## config.mk

```make
export PLATFORM = sky130hd
export DESIGN_NAME = cmc_top
export DESIGN_NICKNAME = d
export VERILOG_FILES = /design/src/pkg/cmc_pkg.sv /design/src/logic/cmc_next.sv /design/src/logic/cmc_top.sv
export SDC_FILE = /design/constraint.sdc
export NUM_CORES = 1
export LEC_CHECK = 0
export BUFFER_PORTS_ARGS = -buffer_cell sky130_fd_sc_hd__buf_2
export CORE_ASPECT_RATIO = 1.75
export CORE_MARGIN = 2
export CORE_UTILIZATION = 55
export DETAILED_ROUTE_END_ITERATION = 7
export GPL_ROUTABILITY_DRIVEN = 0
export PLACE_DENSITY = 0.79
export SETUP_SLACK_MARGIN = 0.5
export SLEW_MARGIN = 20
export SYNTH_ARGS = -nofsm -noshare
export SYNTH_HDL_FRONTEND = slang
export SYNTH_SLANG_ARGS = --single-unit
```

## constraint.sdc

```tcl
create_clock -name sys_clk -period 4.4 [get_ports sys_clk]
set_input_delay 0.88 -clock sys_clk [delete_from_list [all_inputs] [get_ports sys_clk]]
set_output_delay 0.88 -clock sys_clk [all_outputs]
set_load 0.005 [all_outputs]
```

## src/pkg/cmc_pkg.sv

```systemverilog
// package: register map, mode field positions and reset values for the counter mode control block
package cmc_pkg;
  localparam logic [31:0] ADDR_MODE   = 32'h0000_0000;
  localparam logic [31:0] ADDR_LOAD   = 32'h0000_0004;
  localparam logic [31:0] ADDR_HOLD   = 32'h0000_0008;
  localparam logic [31:0] ADDR_CMD    = 32'h0000_000c;
  localparam logic [31:0] ADDR_STATUS = 32'h0000_0010;
  localparam logic [31:0] ADDR_COUNT  = 32'h0000_0014;
  localparam logic [15:0] MODE_RESET  = 16'h0800;
  localparam int OUT_LSB   = 0;
  localparam int DIR_BIT   = 3;
  localparam int BCD_BIT   = 4;
  localparam int REP_BIT   = 5;
  localparam int RLD_BIT   = 6;
  localparam int SPG_BIT   = 7;
  localparam int GATE_LSB  = 13;
  // output forms
  localparam logic [2:0] OUT_HIZ    = 3'h0;
  localparam logic [2:0] OUT_LOW    = 3'h0;
  localparam logic [2:0] OUT_TC_HI  = 3'h1;
  localparam logic [2:0] OUT_TOGGLE = 3'h2;
  localparam logic [2:0] OUT_TC_LO  = 3'h5;
  localparam logic [2:0] OUT_OFF    = 3'h4;
  // gating field
  localparam logic [2:0] GATE_NONE   = 3'h0;
  localparam logic [2:0] GATE_HIGH   = 3'h4;
  localparam logic [2:0] GATE_LOW    = 3'h5;
  localparam logic [2:0] GATE_EDGE_R = 3'h6;
  localparam logic [2:0] GATE_EDGE_F = 3'h7;
  // command register bits
  localparam int CMD_ARM    = 0;
  localparam int CMD_LOAD   = 1;
  localparam int CMD_DISARM = 2;
  localparam int CMD_STEP   = 3;
  localparam int CMD_SETOUT = 4;
  localparam int CMD_CLROUT = 5;
  localparam int CMD_SAVE   = 6;
  localparam int CMD_MRST   = 7;
  localparam logic [1:0] RESP_OKAY   = 2'h0;
  localparam logic [1:0] RESP_SLVERR = 2'h2;
endpackage

```

## src/logic/cmc_next.sv

```systemverilog
// counter next-value and pre-terminal decode for binary or bcd, up or down
`timescale 1ns/100ps
module cmc_next (
  input  wire logic [15:0] value,
  input  wire logic        up,
  input  wire logic        bcd,
  output logic      [15:0] next_value,
  output logic             pre_tc
);
  import cmc_pkg::*;
  logic [4:0] carry;
  logic [15:0] bcd_res;
  assign carry[0] = 1'b1;
  genvar g;
  generate
    for (g = 0; g < 4; g++) begin : g_dig
      wire [3:0] d = value[g*4 +: 4];
      wire       wrap_up = (d == 4'h9);
      wire       wrap_dn = (d == 4'h0);
      assign bcd_res[g*4 +: 4] = !carry[g] ? d :
                                 up ? (wrap_up ? 4'h0 : d + 4'h1) :
                                      (wrap_dn ? 4'h9 : d - 4'h1);
      assign carry[g+1] = carry[g] & (up ? wrap_up : wrap_dn);
    end
  endgenerate
  assign next_value = bcd ? bcd_res : (up ? value + 16'h0001 : value - 16'h0001);
  assign pre_tc = up ? (bcd ? (value == 16'h9999) : (value == 16'hffff))
                     : (value == 16'h0001);
endmodule

```

## src/logic/cmc_top.sv

```systemverilog
// counter mode control group: mode register, counter core, reload and output logic
// Notes on behaviour
// - reset and master reset give mode 0800
// - mode bits 0-2 pick output form
// - terminal count after 0001 down, 9999/ffff up
// - terminal count lasts one source period maximum unless the reload value is pre-terminal
// - every terminal count reloads from load or hold
// - toggle flips at end of each terminal count
// - minimum-delay one-shot toggles on second pulse
// - set/clear output commands force toggle level unless a tc-ending count in the same cycle flips it
// - pre-terminal commit not delayed by retrigger/load
// - load before tc enters tc; during ends it
// - tc edge always counted; disarm applies after
// - pre-terminal reload keeps tc, toggles each count
// - direction and decimal bits act independently
// - repeat bit; else disarm after first tc
// - reload source: load, gate-selected, or alternating
// - retrigger saves count to hold, next edge loads
// - load command after retrigger acts as source edge
// - with gating, special bit enables retriggering
// - without gating, special bit with reload bit 6 set: gate selects reload
// - active-going gate retriggers; qualified needs arm, plus gate level except in edge gating modes
// - gate low picks load, high picks hold
// - no gating counts whenever armed
//
// The register addresses and the AXI4-Lite slave port were decided locally.
`timescale 1ns/100ps
module cmc_top (
  input  wire logic        sys_clk,
  input  wire logic        arst_n,
  input  wire logic [31:0] s_axi_awaddr,
  input  wire logic        s_axi_awvalid,
  output logic             s_axi_awready,
  input  wire logic [31:0] s_axi_wdata,
  input  wire logic [3:0]  s_axi_wstrb,
  input  wire logic        s_axi_wvalid,
  output logic             s_axi_wready,
  output logic [1:0]       s_axi_bresp,
  output logic             s_axi_bvalid,
  input  wire logic        s_axi_bready,
  input  wire logic [31:0] s_axi_araddr,
  input  wire logic        s_axi_arvalid,
  output logic             s_axi_arready,
  output logic [31:0]      s_axi_rdata,
  output logic [1:0]       s_axi_rresp,
  output logic             s_axi_rvalid,
  input  wire logic        s_axi_rready,
  input  wire logic        count_src,
  input  wire logic        gate_in,
  output logic             out_o,
  output logic             out_oe
);
  import cmc_pkg::*;

  logic [15:0] mode_r, load_r, hold_r, cnt_r;
  logic        armed_r, tc_r, tog_r, retrig_r, alt_r, tc_seen_r, src_q_r, gate_q_r;
  logic        out_r, oe_r;
  logic        awr_r, wr_r, bv_r, arr_r, rv_r;
  logic [31:0] awa_r, wd_r, rd_r;
  logic [3:0]  ws_r;
  logic [1:0]  br_r, rr_r;

  // ---------------- bus slave ----------------
  wire aw_hs   = s_axi_awvalid & s_axi_awready;
  wire w_hs    = s_axi_wvalid & s_axi_wready;
  wire have_aw = awr_r | aw_hs;
  wire have_w  = wr_r | w_hs;
  wire [31:0] wa_eff = awr_r ? awa_r : s_axi_awaddr;
  wire [31:0] wd_eff = wr_r ? wd_r : s_axi_wdata;
  wire [3:0]  ws_eff = wr_r ? ws_r : s_axi_wstrb;
  wire do_wr   = have_aw & have_w & !bv_r;
  wire wmode   = do_wr & (wa_eff == ADDR_MODE);
  wire wload   = do_wr & (wa_eff == ADDR_LOAD);
  wire whold   = do_wr & (wa_eff == ADDR_HOLD);
  wire wcmd    = do_wr & (wa_eff == ADDR_CMD) & ws_eff[0];
  wire wmapped = (wa_eff == ADDR_MODE) | (wa_eff == ADDR_LOAD) | (wa_eff == ADDR_HOLD)
               | (wa_eff == ADDR_CMD);
  wire [7:0] cmd = wcmd ? wd_eff[7:0] : 8'h00;

  function automatic logic [15:0] merge16(input logic [15:0] old, input logic [31:0] d,
                                          input logic [3:0] s);
    merge16 = {s[1] ? d[15:8] : old[15:8], s[0] ? d[7:0] : old[7:0]};
  endfunction

  always_ff @(posedge sys_clk or negedge arst_n) begin
    if (!arst_n) begin
      awr_r <= 1'b0;
      wr_r  <= 1'b0;
      awa_r <= 32'h0000_0000;
      wd_r  <= 32'h0000_0000;
      ws_r  <= 4'h0;
      bv_r  <= 1'b0;
      br_r  <= RESP_OKAY;
    end else begin
      if (aw_hs) begin
        awr_r <= 1'b1;
        awa_r <= s_axi_awaddr;
      end
      if (w_hs) begin
        wr_r <= 1'b1;
        wd_r <= s_axi_wdata;
        ws_r <= s_axi_wstrb;
      end
      if (do_wr) begin
        awr_r <= 1'b0;
        wr_r  <= 1'b0;
        bv_r  <= 1'b1;
        br_r  <= wmapped ? RESP_OKAY : RESP_SLVERR;
      end else if (bv_r && s_axi_bready) begin
        bv_r <= 1'b0;
      end
    end
  end
  assign s_axi_awready = !awr_r & !bv_r;
  assign s_axi_wready  = !wr_r & !bv_r;
  assign s_axi_bvalid  = bv_r;
  assign s_axi_bresp   = br_r;

  wire ar_hs = s_axi_arvalid & s_axi_arready;
  wire [31:0] rsel =
    (s_axi_araddr == ADDR_MODE)   ? {16'h0000, mode_r} :
    (s_axi_araddr == ADDR_LOAD)   ? {16'h0000, load_r} :
    (s_axi_araddr == ADDR_HOLD)   ? {16'h0000, hold_r} :
    (s_axi_araddr == ADDR_STATUS) ? {28'h0000000, tog_r, retrig_r, tc_r, armed_r} :
    (s_axi_araddr == ADDR_COUNT)  ? {16'h0000, cnt_r} : 32'h0000_0000;
  wire rmapped = (s_axi_araddr == ADDR_MODE) | (s_axi_araddr == ADDR_LOAD)
               | (s_axi_araddr == ADDR_HOLD) | (s_axi_araddr == ADDR_STATUS)
               | (s_axi_araddr == ADDR_COUNT) | (s_axi_araddr == ADDR_CMD);
  always_ff @(posedge sys_clk or negedge arst_n) begin
    if (!arst_n) begin
      rv_r <= 1'b0;
      rd_r <= 32'h0000_0000;
      rr_r <= RESP_OKAY;
    end else if (ar_hs) begin
      rv_r <= 1'b1;
      rd_r <= rsel;
      rr_r <= rmapped ? RESP_OKAY : RESP_SLVERR;
    end else if (rv_r && s_axi_rready) begin
      rv_r <= 1'b0;
    end
  end
  assign s_axi_arready = !rv_r;
  assign s_axi_rvalid  = rv_r;
  assign s_axi_rdata   = rd_r;
  assign s_axi_rresp   = rr_r;

  // ---------------- mode decode ----------------
  wire [2:0] outsel = mode_r[OUT_LSB +: 3];
  wire [2:0] gsel   = mode_r[GATE_LSB +: 3];
  wire gating   = (gsel != GATE_NONE);
  wire edge_g   = (gsel == GATE_EDGE_R) | (gsel == GATE_EDGE_F);
  wire gate_act = (gsel == GATE_LOW) | (gsel == GATE_EDGE_F) ? !gate_in : gate_in;
  wire retrig_en = gating & mode_r[SPG_BIT];
  wire gsel_rld  = !gating & mode_r[SPG_BIT] & mode_r[RLD_BIT];
  wire alt_rld   = mode_r[RLD_BIT] & !gsel_rld;

  // ---------------- counter core ----------------
  logic [15:0] nxt_val;
  logic        pre_tc;
  cmc_next u_next (
    .value      (cnt_r),
    .up         (mode_r[DIR_BIT]),
    .bcd        (mode_r[BCD_BIT]),
    .next_value (nxt_val),
    .pre_tc     (pre_tc)
  );

  wire src_edge  = count_src & !src_q_r;
  wire gate_rise = gate_act & !gate_q_r;
  wire gate_ok   = !gating | (edge_g ? 1'b1 : gate_act);
  wire qual_edge = src_edge & armed_r & gate_ok;
  wire mrst    = cmd[CMD_MRST];
  wire c_load  = cmd[CMD_LOAD];
  wire c_step  = cmd[CMD_STEP];
  wire c_arm   = cmd[CMD_ARM];
  wire c_dis   = cmd[CMD_DISARM];
  // step always acts as a count edge; load only in the retrigger window or near terminal count
  wire cmd_edge = c_step | (c_load & (retrig_r | pre_tc | tc_r));
  // tc consumes the next source edge regardless of arm or gate
  wire tc_edge  = tc_r & src_edge;
  wire adv      = qual_edge | tc_edge | cmd_edge;
  wire hit_tc   = adv & pre_tc;
  wire retrig_ev = retrig_en & gate_rise & armed_r & !pre_tc;
  wire use_hold = gsel_rld ? gate_in : (alt_rld ? !alt_r : 1'b0);
  wire [15:0] reload_val = use_hold ? hold_r : load_r;
  wire last_tc  = !mode_r[REP_BIT] & (!alt_rld | tc_seen_r);

  always_ff @(posedge sys_clk or negedge arst_n) begin
    if (!arst_n) begin
      mode_r    <= MODE_RESET;
      load_r    <= 16'h0000;
      hold_r    <= 16'h0000;
      cnt_r     <= 16'h0000;
      armed_r   <= 1'b0;
      tc_r      <= 1'b0;
      tog_r     <= 1'b0;
      retrig_r  <= 1'b0;
      alt_r     <= 1'b0;
      tc_seen_r <= 1'b0;
      src_q_r   <= 1'b0;
      gate_q_r  <= 1'b0;
    end else begin
      src_q_r  <= count_src;
      gate_q_r <= gate_act;
      if (wmode) mode_r <= merge16(mode_r, wd_eff, ws_eff);
      if (wload) load_r <= merge16(load_r, wd_eff, ws_eff);
      if (whold) hold_r <= merge16(hold_r, wd_eff, ws_eff);
      if (cmd[CMD_SAVE]) hold_r <= cnt_r;
      if (c_arm) begin
        armed_r   <= 1'b1;
        alt_r     <= 1'b0;
        tc_seen_r <= 1'b0;
      end
      if (c_dis & !tc_r) armed_r <= 1'b0;
      if (cmd[CMD_CLROUT]) tog_r <= 1'b0;
      if (cmd[CMD_SETOUT]) tog_r <= 1'b1;
      if (retrig_ev) begin
        hold_r   <= cnt_r;
        retrig_r <= 1'b1;
      end
      if (hit_tc) begin
        cnt_r     <= reload_val;
        tc_r      <= 1'b1;
        alt_r     <= alt_rld ? !alt_r : alt_r;
        tc_seen_r <= 1'b1;
        retrig_r  <= 1'b0;
      end else if (adv & retrig_r & !tc_r) begin
        cnt_r    <= load_r;
        retrig_r <= 1'b0;
      end else if (adv) begin
        cnt_r <= tc_r ? nxt_val : nxt_val;
        if (tc_r) tc_r <= 1'b0;
      end else if (c_load & !tc_r) begin
        cnt_r <= reload_val;
      end
      if (adv & tc_r) begin
        tog_r <= !tog_r;
        if (last_tc & !hit_tc) armed_r <= 1'b0;
        if (c_dis) armed_r <= 1'b0;
      end else if (adv & tc_r & hit_tc) begin
        tog_r <= !tog_r;
      end
      if (mrst) begin
        mode_r  <= MODE_RESET;
        armed_r <= 1'b0;
        tc_r    <= 1'b0;
      end
    end
  end

  // ---------------- output pin ----------------
  always_ff @(posedge sys_clk or negedge arst_n) begin
    if (!arst_n) begin
      out_r <= 1'b0;
      oe_r  <= 1'b1;
    end else begin
      case (outsel)
        OUT_LOW:    begin out_r <= 1'b0;   oe_r <= 1'b1; end
        OUT_TC_HI:  begin out_r <= tc_r;   oe_r <= 1'b1; end
        OUT_TOGGLE: begin out_r <= tog_r;  oe_r <= 1'b1; end
        OUT_TC_LO:  begin out_r <= !tc_r;  oe_r <= 1'b1; end
        OUT_OFF:    begin out_r <= 1'b0;   oe_r <= 1'b0; end
        default:    begin out_r <= 1'b0;   oe_r <= 1'b0; end
      endcase
    end
  end
  assign out_o  = out_r;
  assign out_oe = oe_r;

  // ---------------- checks ----------------
  AST_TC_ENDS: assert property (@(posedge sys_clk) disable iff (!arst_n)
    tc_r && src_edge |=> !tc_r || pre_tc) else $error("tc outlived a source edge");
  AST_TC_HIT: assert property (@(posedge sys_clk) disable iff (!arst_n)
    qual_edge && pre_tc && !mrst |=> tc_r) else $error("tc not entered");
  AST_RELOAD: assert property (@(posedge sys_clk) disable iff (!arst_n)
    hit_tc && !mrst |=> cnt_r == $past(reload_val)) else $error("bad reload");
  AST_TOGGLE: assert property (@(posedge sys_clk) disable iff (!arst_n)
    tc_r && src_edge && !cmd[CMD_SETOUT] && !cmd[CMD_CLROUT] |=> tog_r != $past(tog_r))
    else $error("toggle missed");
  AST_SETOUT: assert property (@(posedge sys_clk) disable iff (!arst_n)
    cmd[CMD_SETOUT] && !adv |=> tog_r) else $error("set output failed");
  AST_MRST: assert property (@(posedge sys_clk) disable iff (!arst_n)
    mrst |=> mode_r == MODE_RESET && !armed_r) else $error("master reset failed");
  AST_SAVE: assert property (@(posedge sys_clk) disable iff (!arst_n)
    retrig_ev && !hit_tc |=> retrig_r && hold_r == $past(cnt_r)) else $error("save");
  AST_NOGATE: assert property (@(posedge sys_clk) disable iff (!arst_n)
    !gating && armed_r && src_edge && !pre_tc && !retrig_r && !tc_r && cmd == 8'h00
    |=> cnt_r == $past(nxt_val)) else $error("ungated count lost");
  COV_TC:     cover property (@(posedge sys_clk) disable iff (!arst_n) hit_tc);
  COV_RETRIG: cover property (@(posedge sys_clk) disable iff (!arst_n) retrig_ev);
  COV_WRITE:  cover property (@(posedge sys_clk) disable iff (!arst_n) wmode);
endmodule

```

=== After elaboration in Yosys (flattened, before gate mapping) ===
Index checks and enable logic that the tools add are counted.

* Register bits: 164
* Output and inout bits: 43
* Word-level logic and storage cells: 254

* Add/sub/neg operators: 10
* Equal/unequal tests: 26
* Muxes and demuxes: 80
* Bitwise logic cells: 55
* Reduce and logical (&&, ||, !) cells: 53

{| class="wikitable"
|+ Operator list
! kind !! number
|-
| 16-bit two-way mux || 18
|-
| 32-bit by 4-bit equality test with 1-bit output (second input constant) || 4
|-
| 32-bit by 3-bit equality test with 1-bit output (second input constant) || 2
|-
| 32-bit by 5-bit equality test with 1-bit output (second input constant) || 2
|-
| 32-bit zero test || 2
|-
| 4-bit two-way mux || 15
|-
| 1-bit two-way mux || 39
|-
| 1-bit AND || 36
|-
| 16-bit equality test (second input constant) || 2
|-
| 32-bit two-way mux || 1
|-
| 8-bit two-way mux || 3
|-
| 2-bit AND reduction || 11
|-
| 1-bit OR || 19
|-
| 3-bit nonzero test || 6
|-
| 16-bit by 1-bit adder with 16-bit output (second input constant) || 1
|-
| 4-bit by 1-bit adder with 4-bit output (second input constant) || 4
|-
| 16-bit by 1-bit equality test with 1-bit output (second input constant) || 1
|-
| 4-bit equality test (second input constant) || 4
|-
| 1-bit zero test || 16
|-
| 4-bit zero test || 4
|-
| 2-bit nonzero test || 8
|-
| 16-bit by 1-bit subtractor with 16-bit output (second input constant) || 1
|-
| 4-bit by 1-bit subtractor with 4-bit output (second input constant) || 4
|-
| 5-bit by 2-bit != test with 1-bit output (second input constant) || 3
|-
| 11 further kinds || 18
|}

=== Depth between registers and ports, before layout ===
* Depth in word-level cells: 19
* Gate-level depth with buffers: 13
* Depth with buffers taken out: 10

=== By module ===
Synthesis repeated with hierarchy kept, for this count alone.

* Cell total of the unflattened synthesis: 911
* Area, all modules: 8778.4 um^2

{| class="wikitable"
|+ By module, submodules not included
! module !! times used !! cells an instance !! area each (um^2) !! sequential area each (um^2)
|-
| cmc_top || 1 || 685 || 7398.3 || 3656.0
|-
| cmc_next || 1 || 226 || 1380.1 || 0.0
|}

=== Worst setup path before layout ===
OpenSTA, ideal clock, no wires.

* Path kind: in2reg
* From: input s_axi_awaddr[24]
* To: register hold_r[0]
* Setup time: 0.125 ns
* Data arrival time: 3.020 ns
* Required time: 4.275 ns
* Path slack: 1.255 ns
* Stages on the path: 7
* Buffers on the path: 0
* Cells stage by stage: nor4_1 nand4_1 or4_1 a211o_4 o21ai_4 a2bb2oi_4 mux2_4

* Longest elaborated chain between the ends: 7
* Elaborated cells between the ends (all ways): 12
* Classes of those cells: 2 x eq/ne; 4 x mux; 3 x bitwise; 3 x reduce/logical

{| class="wikitable"
|+ Ends and longest elaborated chain
! what !! RTL line !! RTL
|-
| from (decl) || cmc_top.sv:31 || <nowiki>input wire logic [31:0] s_axi_awaddr,</nowiki>
|-
| 32-bit two-way mux * || cmc_top.sv:68 || <nowiki>wire [31:0] wa_eff = awr_r ? awa_r : s_axi_awaddr;</nowiki>
|-
| 32-bit by 4-bit equality test with 1-bit output || cmc_top.sv:75 || <nowiki>wire wcmd = do_wr & (wa_eff == ADDR_CMD) & ws_eff[0];</nowiki>
|-
| 1-bit AND (2 in series) || cmc_top.sv:75 ||
|-
| 8-bit two-way mux || cmc_top.sv:78 || <nowiki>wire [7:0] cmd = wcmd ? wd_eff[7:0] : 8'h00;</nowiki>
|-
| 3-bit nonzero test (no line) or 16-bit two-way mux (tied branches) || n/a ||
|-
| 2-bit AND reduction (no line) or 16-bit two-way mux (tied branches) || n/a ||
|-
| to (signal assigned) || cmc_top.sv:207 || <nowiki>if (whold) hold_r <= merge16(hold_r, wd_eff, ws_eff);</nowiki>
|-
| to (signal assigned) || cmc_top.sv:208 || <nowiki>if (cmd[CMD_SAVE]) hold_r <= cnt_r;</nowiki>
|-
| to (signal assigned) || cmc_top.sv:218 || <nowiki>hold_r <= cnt_r;</nowiki>
|-
| to (decl) || cmc_top.sv:55 || <nowiki>logic [15:0] mode_r, load_r, hold_r, cnt_r;</nowiki>
|}

Every way passes the cells marked *; elsewhere a longest branch is shown, timed or not.
A chain may end at the register's enable or synchronous reset.

=== Worst setup path after layout ===
* From: register wr_r
* To: register cnt_r[4]

* Longest elaborated chain between the ends: 16
* Elaborated cells between the ends (all ways): 24
* Classes of those cells: 1 x eq/ne; 6 x mux; 14 x bitwise; 3 x reduce/logical

{| class="wikitable"
|+ Ends and longest elaborated chain
! what !! RTL line !! RTL
|-
| from (decl) || cmc_top.sv:58 || <nowiki>logic awr_r, wr_r, bv_r, arr_r, rv_r;</nowiki>
|-
| from (signal assigned) || cmc_top.sv:88 || <nowiki>wr_r <= 1'b0;</nowiki>
|-
| from (signal assigned) || cmc_top.sv:100 || <nowiki>wr_r <= 1'b1;</nowiki>
|-
| from (signal assigned) || cmc_top.sv:106 || <nowiki>wr_r <= 1'b0;</nowiki>
|-
| 1-bit zero test || cmc_top.sv:115 || <nowiki>assign s_axi_wready = !wr_r & !bv_r;</nowiki>
|-
| 1-bit AND || cmc_top.sv:115 ||
|-
| 1-bit AND || cmc_top.sv:65 || <nowiki>wire w_hs = s_axi_wvalid & s_axi_wready;</nowiki>
|-
| 1-bit OR || cmc_top.sv:67 || <nowiki>wire have_w = wr_r | w_hs;</nowiki>
|-
| 1-bit AND (2 in series) || cmc_top.sv:71 || <nowiki>wire do_wr = have_aw & have_w & !bv_r;</nowiki>
|-
| 1-bit AND (2 in series) || cmc_top.sv:75 ||
|-
| 8-bit two-way mux * || cmc_top.sv:78 ||
|-
| 1-bit AND || cmc_top.sv:178 || <nowiki>wire cmd_edge = c_step | (c_load & (retrig_r | pre_tc | tc_r));</nowiki>
|-
| 1-bit OR || cmc_top.sv:178 ||
|-
| 1-bit OR || cmc_top.sv:181 || <nowiki>wire adv = qual_edge | tc_edge | cmd_edge;</nowiki>
|-
| 1-bit AND (2 in series) || cmc_top.sv:227 || <nowiki>end else if (adv & retrig_r & !tc_r) begin</nowiki>
|-
| 5-bit by 2-bit != test with 1-bit output (no line), or another cell as far along || n/a ||
|-
| 2-bit AND reduction (no line) or 16-bit two-way mux (tied branches) || n/a ||
|-
| to (signal assigned) || cmc_top.sv:228 || <nowiki>cnt_r <= load_r;</nowiki>
|-
| to (signal assigned) || cmc_top.sv:231 || <nowiki>cnt_r <= tc_r ? nxt_val : nxt_val;</nowiki>
|-
| to (signal assigned) || cmc_top.sv:234 || <nowiki>cnt_r <= reload_val;</nowiki>
|-
| to (decl) || cmc_top.sv:55 ||
|}

Marks and branches as above.

==> impl_summary.log <==
INFO  metric cts_hold_buf = 0
INFO  metric detail_route.wirelength = ~22000 um
INFO  metric timing.fmax = 288 MHz
INFO  metric track_usage = 0.275
INFO  metric worst-endpoint-arrival = roughly 3.8 ns
INFO  metric routed_via_count = 7225
INFO  metric fp.coreArea = around 15000 um^2
INFO  metric vias_per_cell = roughly 6.3
INFO  metric antennaDiodeCount = 0
INFO  metric area_growth_syn_to_layout = 14.9%
INFO  metric yosysTopAreaCellShare = 0.426
INFO  metric first_global_vias = 7269
INFO  metric postCtsSetupBuffers = 0
INFO  metric maxCapViolations = 0
INFO  metric worst_r2r_path_depth = 7
INFO  metric yosys_most_used_dff = sky130_fd_sc_hd__dfrtp_1
INFO  metric grt_pass1_wl = roughly 36000 um
INFO  metric synthCells = 852
INFO  metric grt_remaining_overflow = 0
INFO  metric yosys_register_bits = 146
INFO  metric max-clock-path-buffers = 2
INFO  metric initial_utilization = 0.555
INFO  metric setup-tns-final = 0 ns
INFO  metric power_per_cell_area = ~550 nW/um^2
INFO  metric dr.pass1.iters = 5
INFO  metric edff_count_synth = 0
INFO  metric rr_endpoint = cnt_r[4]$_DFFE_PN0P_
INFO  metric detailed_place_hpwl = 16000 um
INFO  metric hold_slack = ~0.47 ns
INFO  metric cp_peak_stage_delay = 0.94 ns
INFO  metric crit_chain = mux2i_1 -> or3_4 -> a211oi_2 -> a21oi_1 -> o21bai_1 -> o21ai_0 -> o211a_1
INFO  metric mostFrequentLayoutCells = sky130_fd_sc_hd__dfrtp_1, sky130_fd_sc_hd__buf_2, sky130_fd_sc_hd__nor2_1
INFO  metric part_of_the_yosys_area_used_for_sequential_elements = 0.432
INFO  metric post_cts_sizing_count = 0
INFO  metric synth.distinct_cells = 78
INFO  metric share_of_post_route_cells_with_drive_strength_above_1 = 0.269
INFO  metric insertion_delay = 0.42 ns
INFO  metric dr.first_iter.drc_count = 631
INFO  metric use_met2 = 0.494
INFO  metric crit_path_start_kind = flip-flop
INFO  metric regToRegStartpoint = wr_r$_DFFE_PN0P_
INFO  metric post_route_fraction_of_the_period_consumed_by_the_critical_path = 0.788
INFO  metric hold_path.class = flip-flop to flip-flop
INFO  metric total_power_consumption = roughly 5.3 mW
INFO  metric critPathMaxFanout = 12
INFO  metric final_net_count = approximately 1100
INFO  metric tritoncts.num_buffers = 17
INFO  metric vdd_drop_max = roughly 0.54 mV
INFO  metric wire_per_inst = 19.6 um
INFO  metric run_status = complete, no violations
INFO  metric synthesis.area = about 8500 um^2
INFO  metric syn_avg_cell_area = roughly 10 um^2
INFO  metric critPathSlowestCell = sky130_fd_sc_hd__a21oi_1
INFO  metric fin_worst_skew = 0.00836 ns
INFO  metric full_die_area = 16400 um^2
INFO  metric timing.hold.worst.start = s_axi_rdata[13]$_DFFE_PN0P_
INFO  metric hold_viol_final = 0
INFO  metric finish.utilization = 0.638
INFO  metric total_leakage_power = 4.42 nW
INFO  metric portBuffers = 115
INFO  metric die_w = 97.8 um
INFO  metric synth_async_sr_flop_share = 1.00
INFO  metric worstHoldEndpoint = s_axi_rdata[13]$_DFFE_PN0P_
INFO  metric drcViolationCount = 0
INFO  metric worstHoldPathCells = 1
INFO  metric met3_usage = 0.0448
INFO  metric synth.area.top_cells = sky130_fd_sc_hd__dfrtp_1, sky130_fd_sc_hd__mux2_2, sky130_fd_sc_hd__mux2i_1
INFO  metric cts.reportedPaths.clkPinSlew = around 0.060 ns
INFO  metric globalRouteMet1Util = 0.316
INFO  metric pin_slew_with_the_least_headroom_to_its_limit = between 1 and 1.5 ns
INFO  metric h-tree-depth = 4
INFO  metric rsz0062_at_grt = false
INFO  metric report.final.slew_viol_count = 0
INFO  metric setup_viol = 0
INFO  metric max_slew_margin = 0.215
INFO  metric post-synth-top-area-cell = sky130_fd_sc_hd__dfrtp_1
INFO  metric clock_sink_count = 146
INFO  metric critical_path_data_required_time = 4.70 ns
INFO  metric grt_start_max_net_pins = 103
INFO  metric die_h = 168 um
INFO  metric tritoncts_clock_tree = done
INFO  metric grt_antenna_before_repair = 0
INFO  metric placementRows = 60
INFO  metric design.portCount = 152
INFO  metric ctsRootBufferMaster = sky130_fd_sc_hd__clkbuf_16
INFO  metric layout_min_cycle_time = 3.47 ns
INFO  metric synth.yosys.warnings = 0
INFO  metric drtAntennaViolNets = 0
INFO  metric type_of_destination_of_the_critical_path = flip-flop
INFO  metric timing.reg2reg.setup_slack = 0.93 ns
INFO  metric final_common_cell = sky130_fd_sc_hd__dfrtp_1
INFO  metric critPathKind = flip-flop to flip-flop
INFO  metric global_route.peak_usage_layer = met2
==> where the power goes <==
part / internal [mW] / switching [mW]
clock: 0.878 / 0.596
sequential: 1.66 / 0.387
combinational: 0.864 / 0.938
==> synth_stat cells, types with 20 or more instances <==
cell                       number
sky130_fd_sc_hd__mux2_2        66
sky130_fd_sc_hd__a21oi_1       27
sky130_fd_sc_hd__nor3_1        23
sky130_fd_sc_hd__nand2_1       70
sky130_fd_sc_hd__buf_4         22
sky130_fd_sc_hd__mux2i_1       44
sky130_fd_sc_hd__nor2_1        74
sky130_fd_sc_hd__nor4_1        20
sky130_fd_sc_hd__o21ai_0       31
sky130_fd_sc_hd__dfrtp_1      144
sky130_fd_sc_hd__clkbuf_1      43
sky130_fd_sc_hd__o31ai_1       29
==> layout make-up <==
class	count	area, um^2
Fill cell	1192	5510
Multi-Input combinational cell	631	4440
Sequential cell	146	3660
Timing Repair Buffer	134	737
Clock buffer	20	457
Tap cell	186	233
Clock inverter	12	146
Inverter	16	60.1
==> worst max-delay path: cells and delay by family (launching register included) <==
| family | cells | cell delay (ns) |
|---|---|---|
| DFF | 1 | 0.67 |
| and+or+nand+nor | 1 | 0.28 |
| muxes | 1 | 0.66 |
| AOI/OAI and AO/OA | 5 | 1.74 |
==> cells by family (layout without fill, tap and decap cells) <==
logic type,Yosys count,in the layout,synth area share
simple gates,271,271,0.162
fa+ha+maj,3,3,0.00444
other cells,1,18,0.000443
buf+inv,92,182,0.0523
xor+xnor,18,18,0.0186
compound gates,195,195,0.165
flops,146,146,0.432
mux,126,126,0.165
==> flip-flops by register name (all words and copies together), names as in the netlist, 2 cells and up <==
name / flops
awa_r: 32
cnt_r: 16
hold_r: 16
load_r: 16
mode_r: 16
s_axi_rdata: 16
wd_r: 16
ws_r: 2
==> how the worst max path moves through the flow <==
stage,startpoint,end,slack (ns),cells after the start
floorplan,s_axi_awaddr[24],hold_r[0]$_DFFE_PN0P_,1.26,7
global placement,s_axi_awaddr[20],cnt_r[4]$_DFFE_PN0P_,0.82,9
detailed placement,s_axi_awaddr[10],cnt_r[4]$_DFFE_PN0P_,0.77,9
CTS,wr_r$_DFFE_PN0P_,cnt_r[4]$_DFFE_PN0P_,1.05,7
global route,wr_r$_DFFE_PN0P_,cnt_r[4]$_DFFE_PN0P_,0.88,7
finish,wr_r$_DFFE_PN0P_,cnt_r[4]$_DFFE_PN0P_,0.93,7
==> per-layer routing <==
layer  vias to the layer above  part of all wire  wire length, um
met1                      3483              0.37             8240
li1                       3328                 -                -
met5                         -                 0                0
met2                       331              0.53            11900
met4                         0             0.047             1050
met3                        83             0.057             1280
==> per-stage QoR <==
stage | cell area [um^2] | worst slack [ns] | instances
finish | 9730 | 0.932 | 1145
global route | 9730 | 0.883 | 1145
CTS | 9730 | 1.05 | 1145
detailed placement | 9130 | 0.771 | 1113
global placement | 9130 | 0.824 | 1113
floorplan | 8530 | 1.26 | 869
Power figures use the tool's default switching activity.
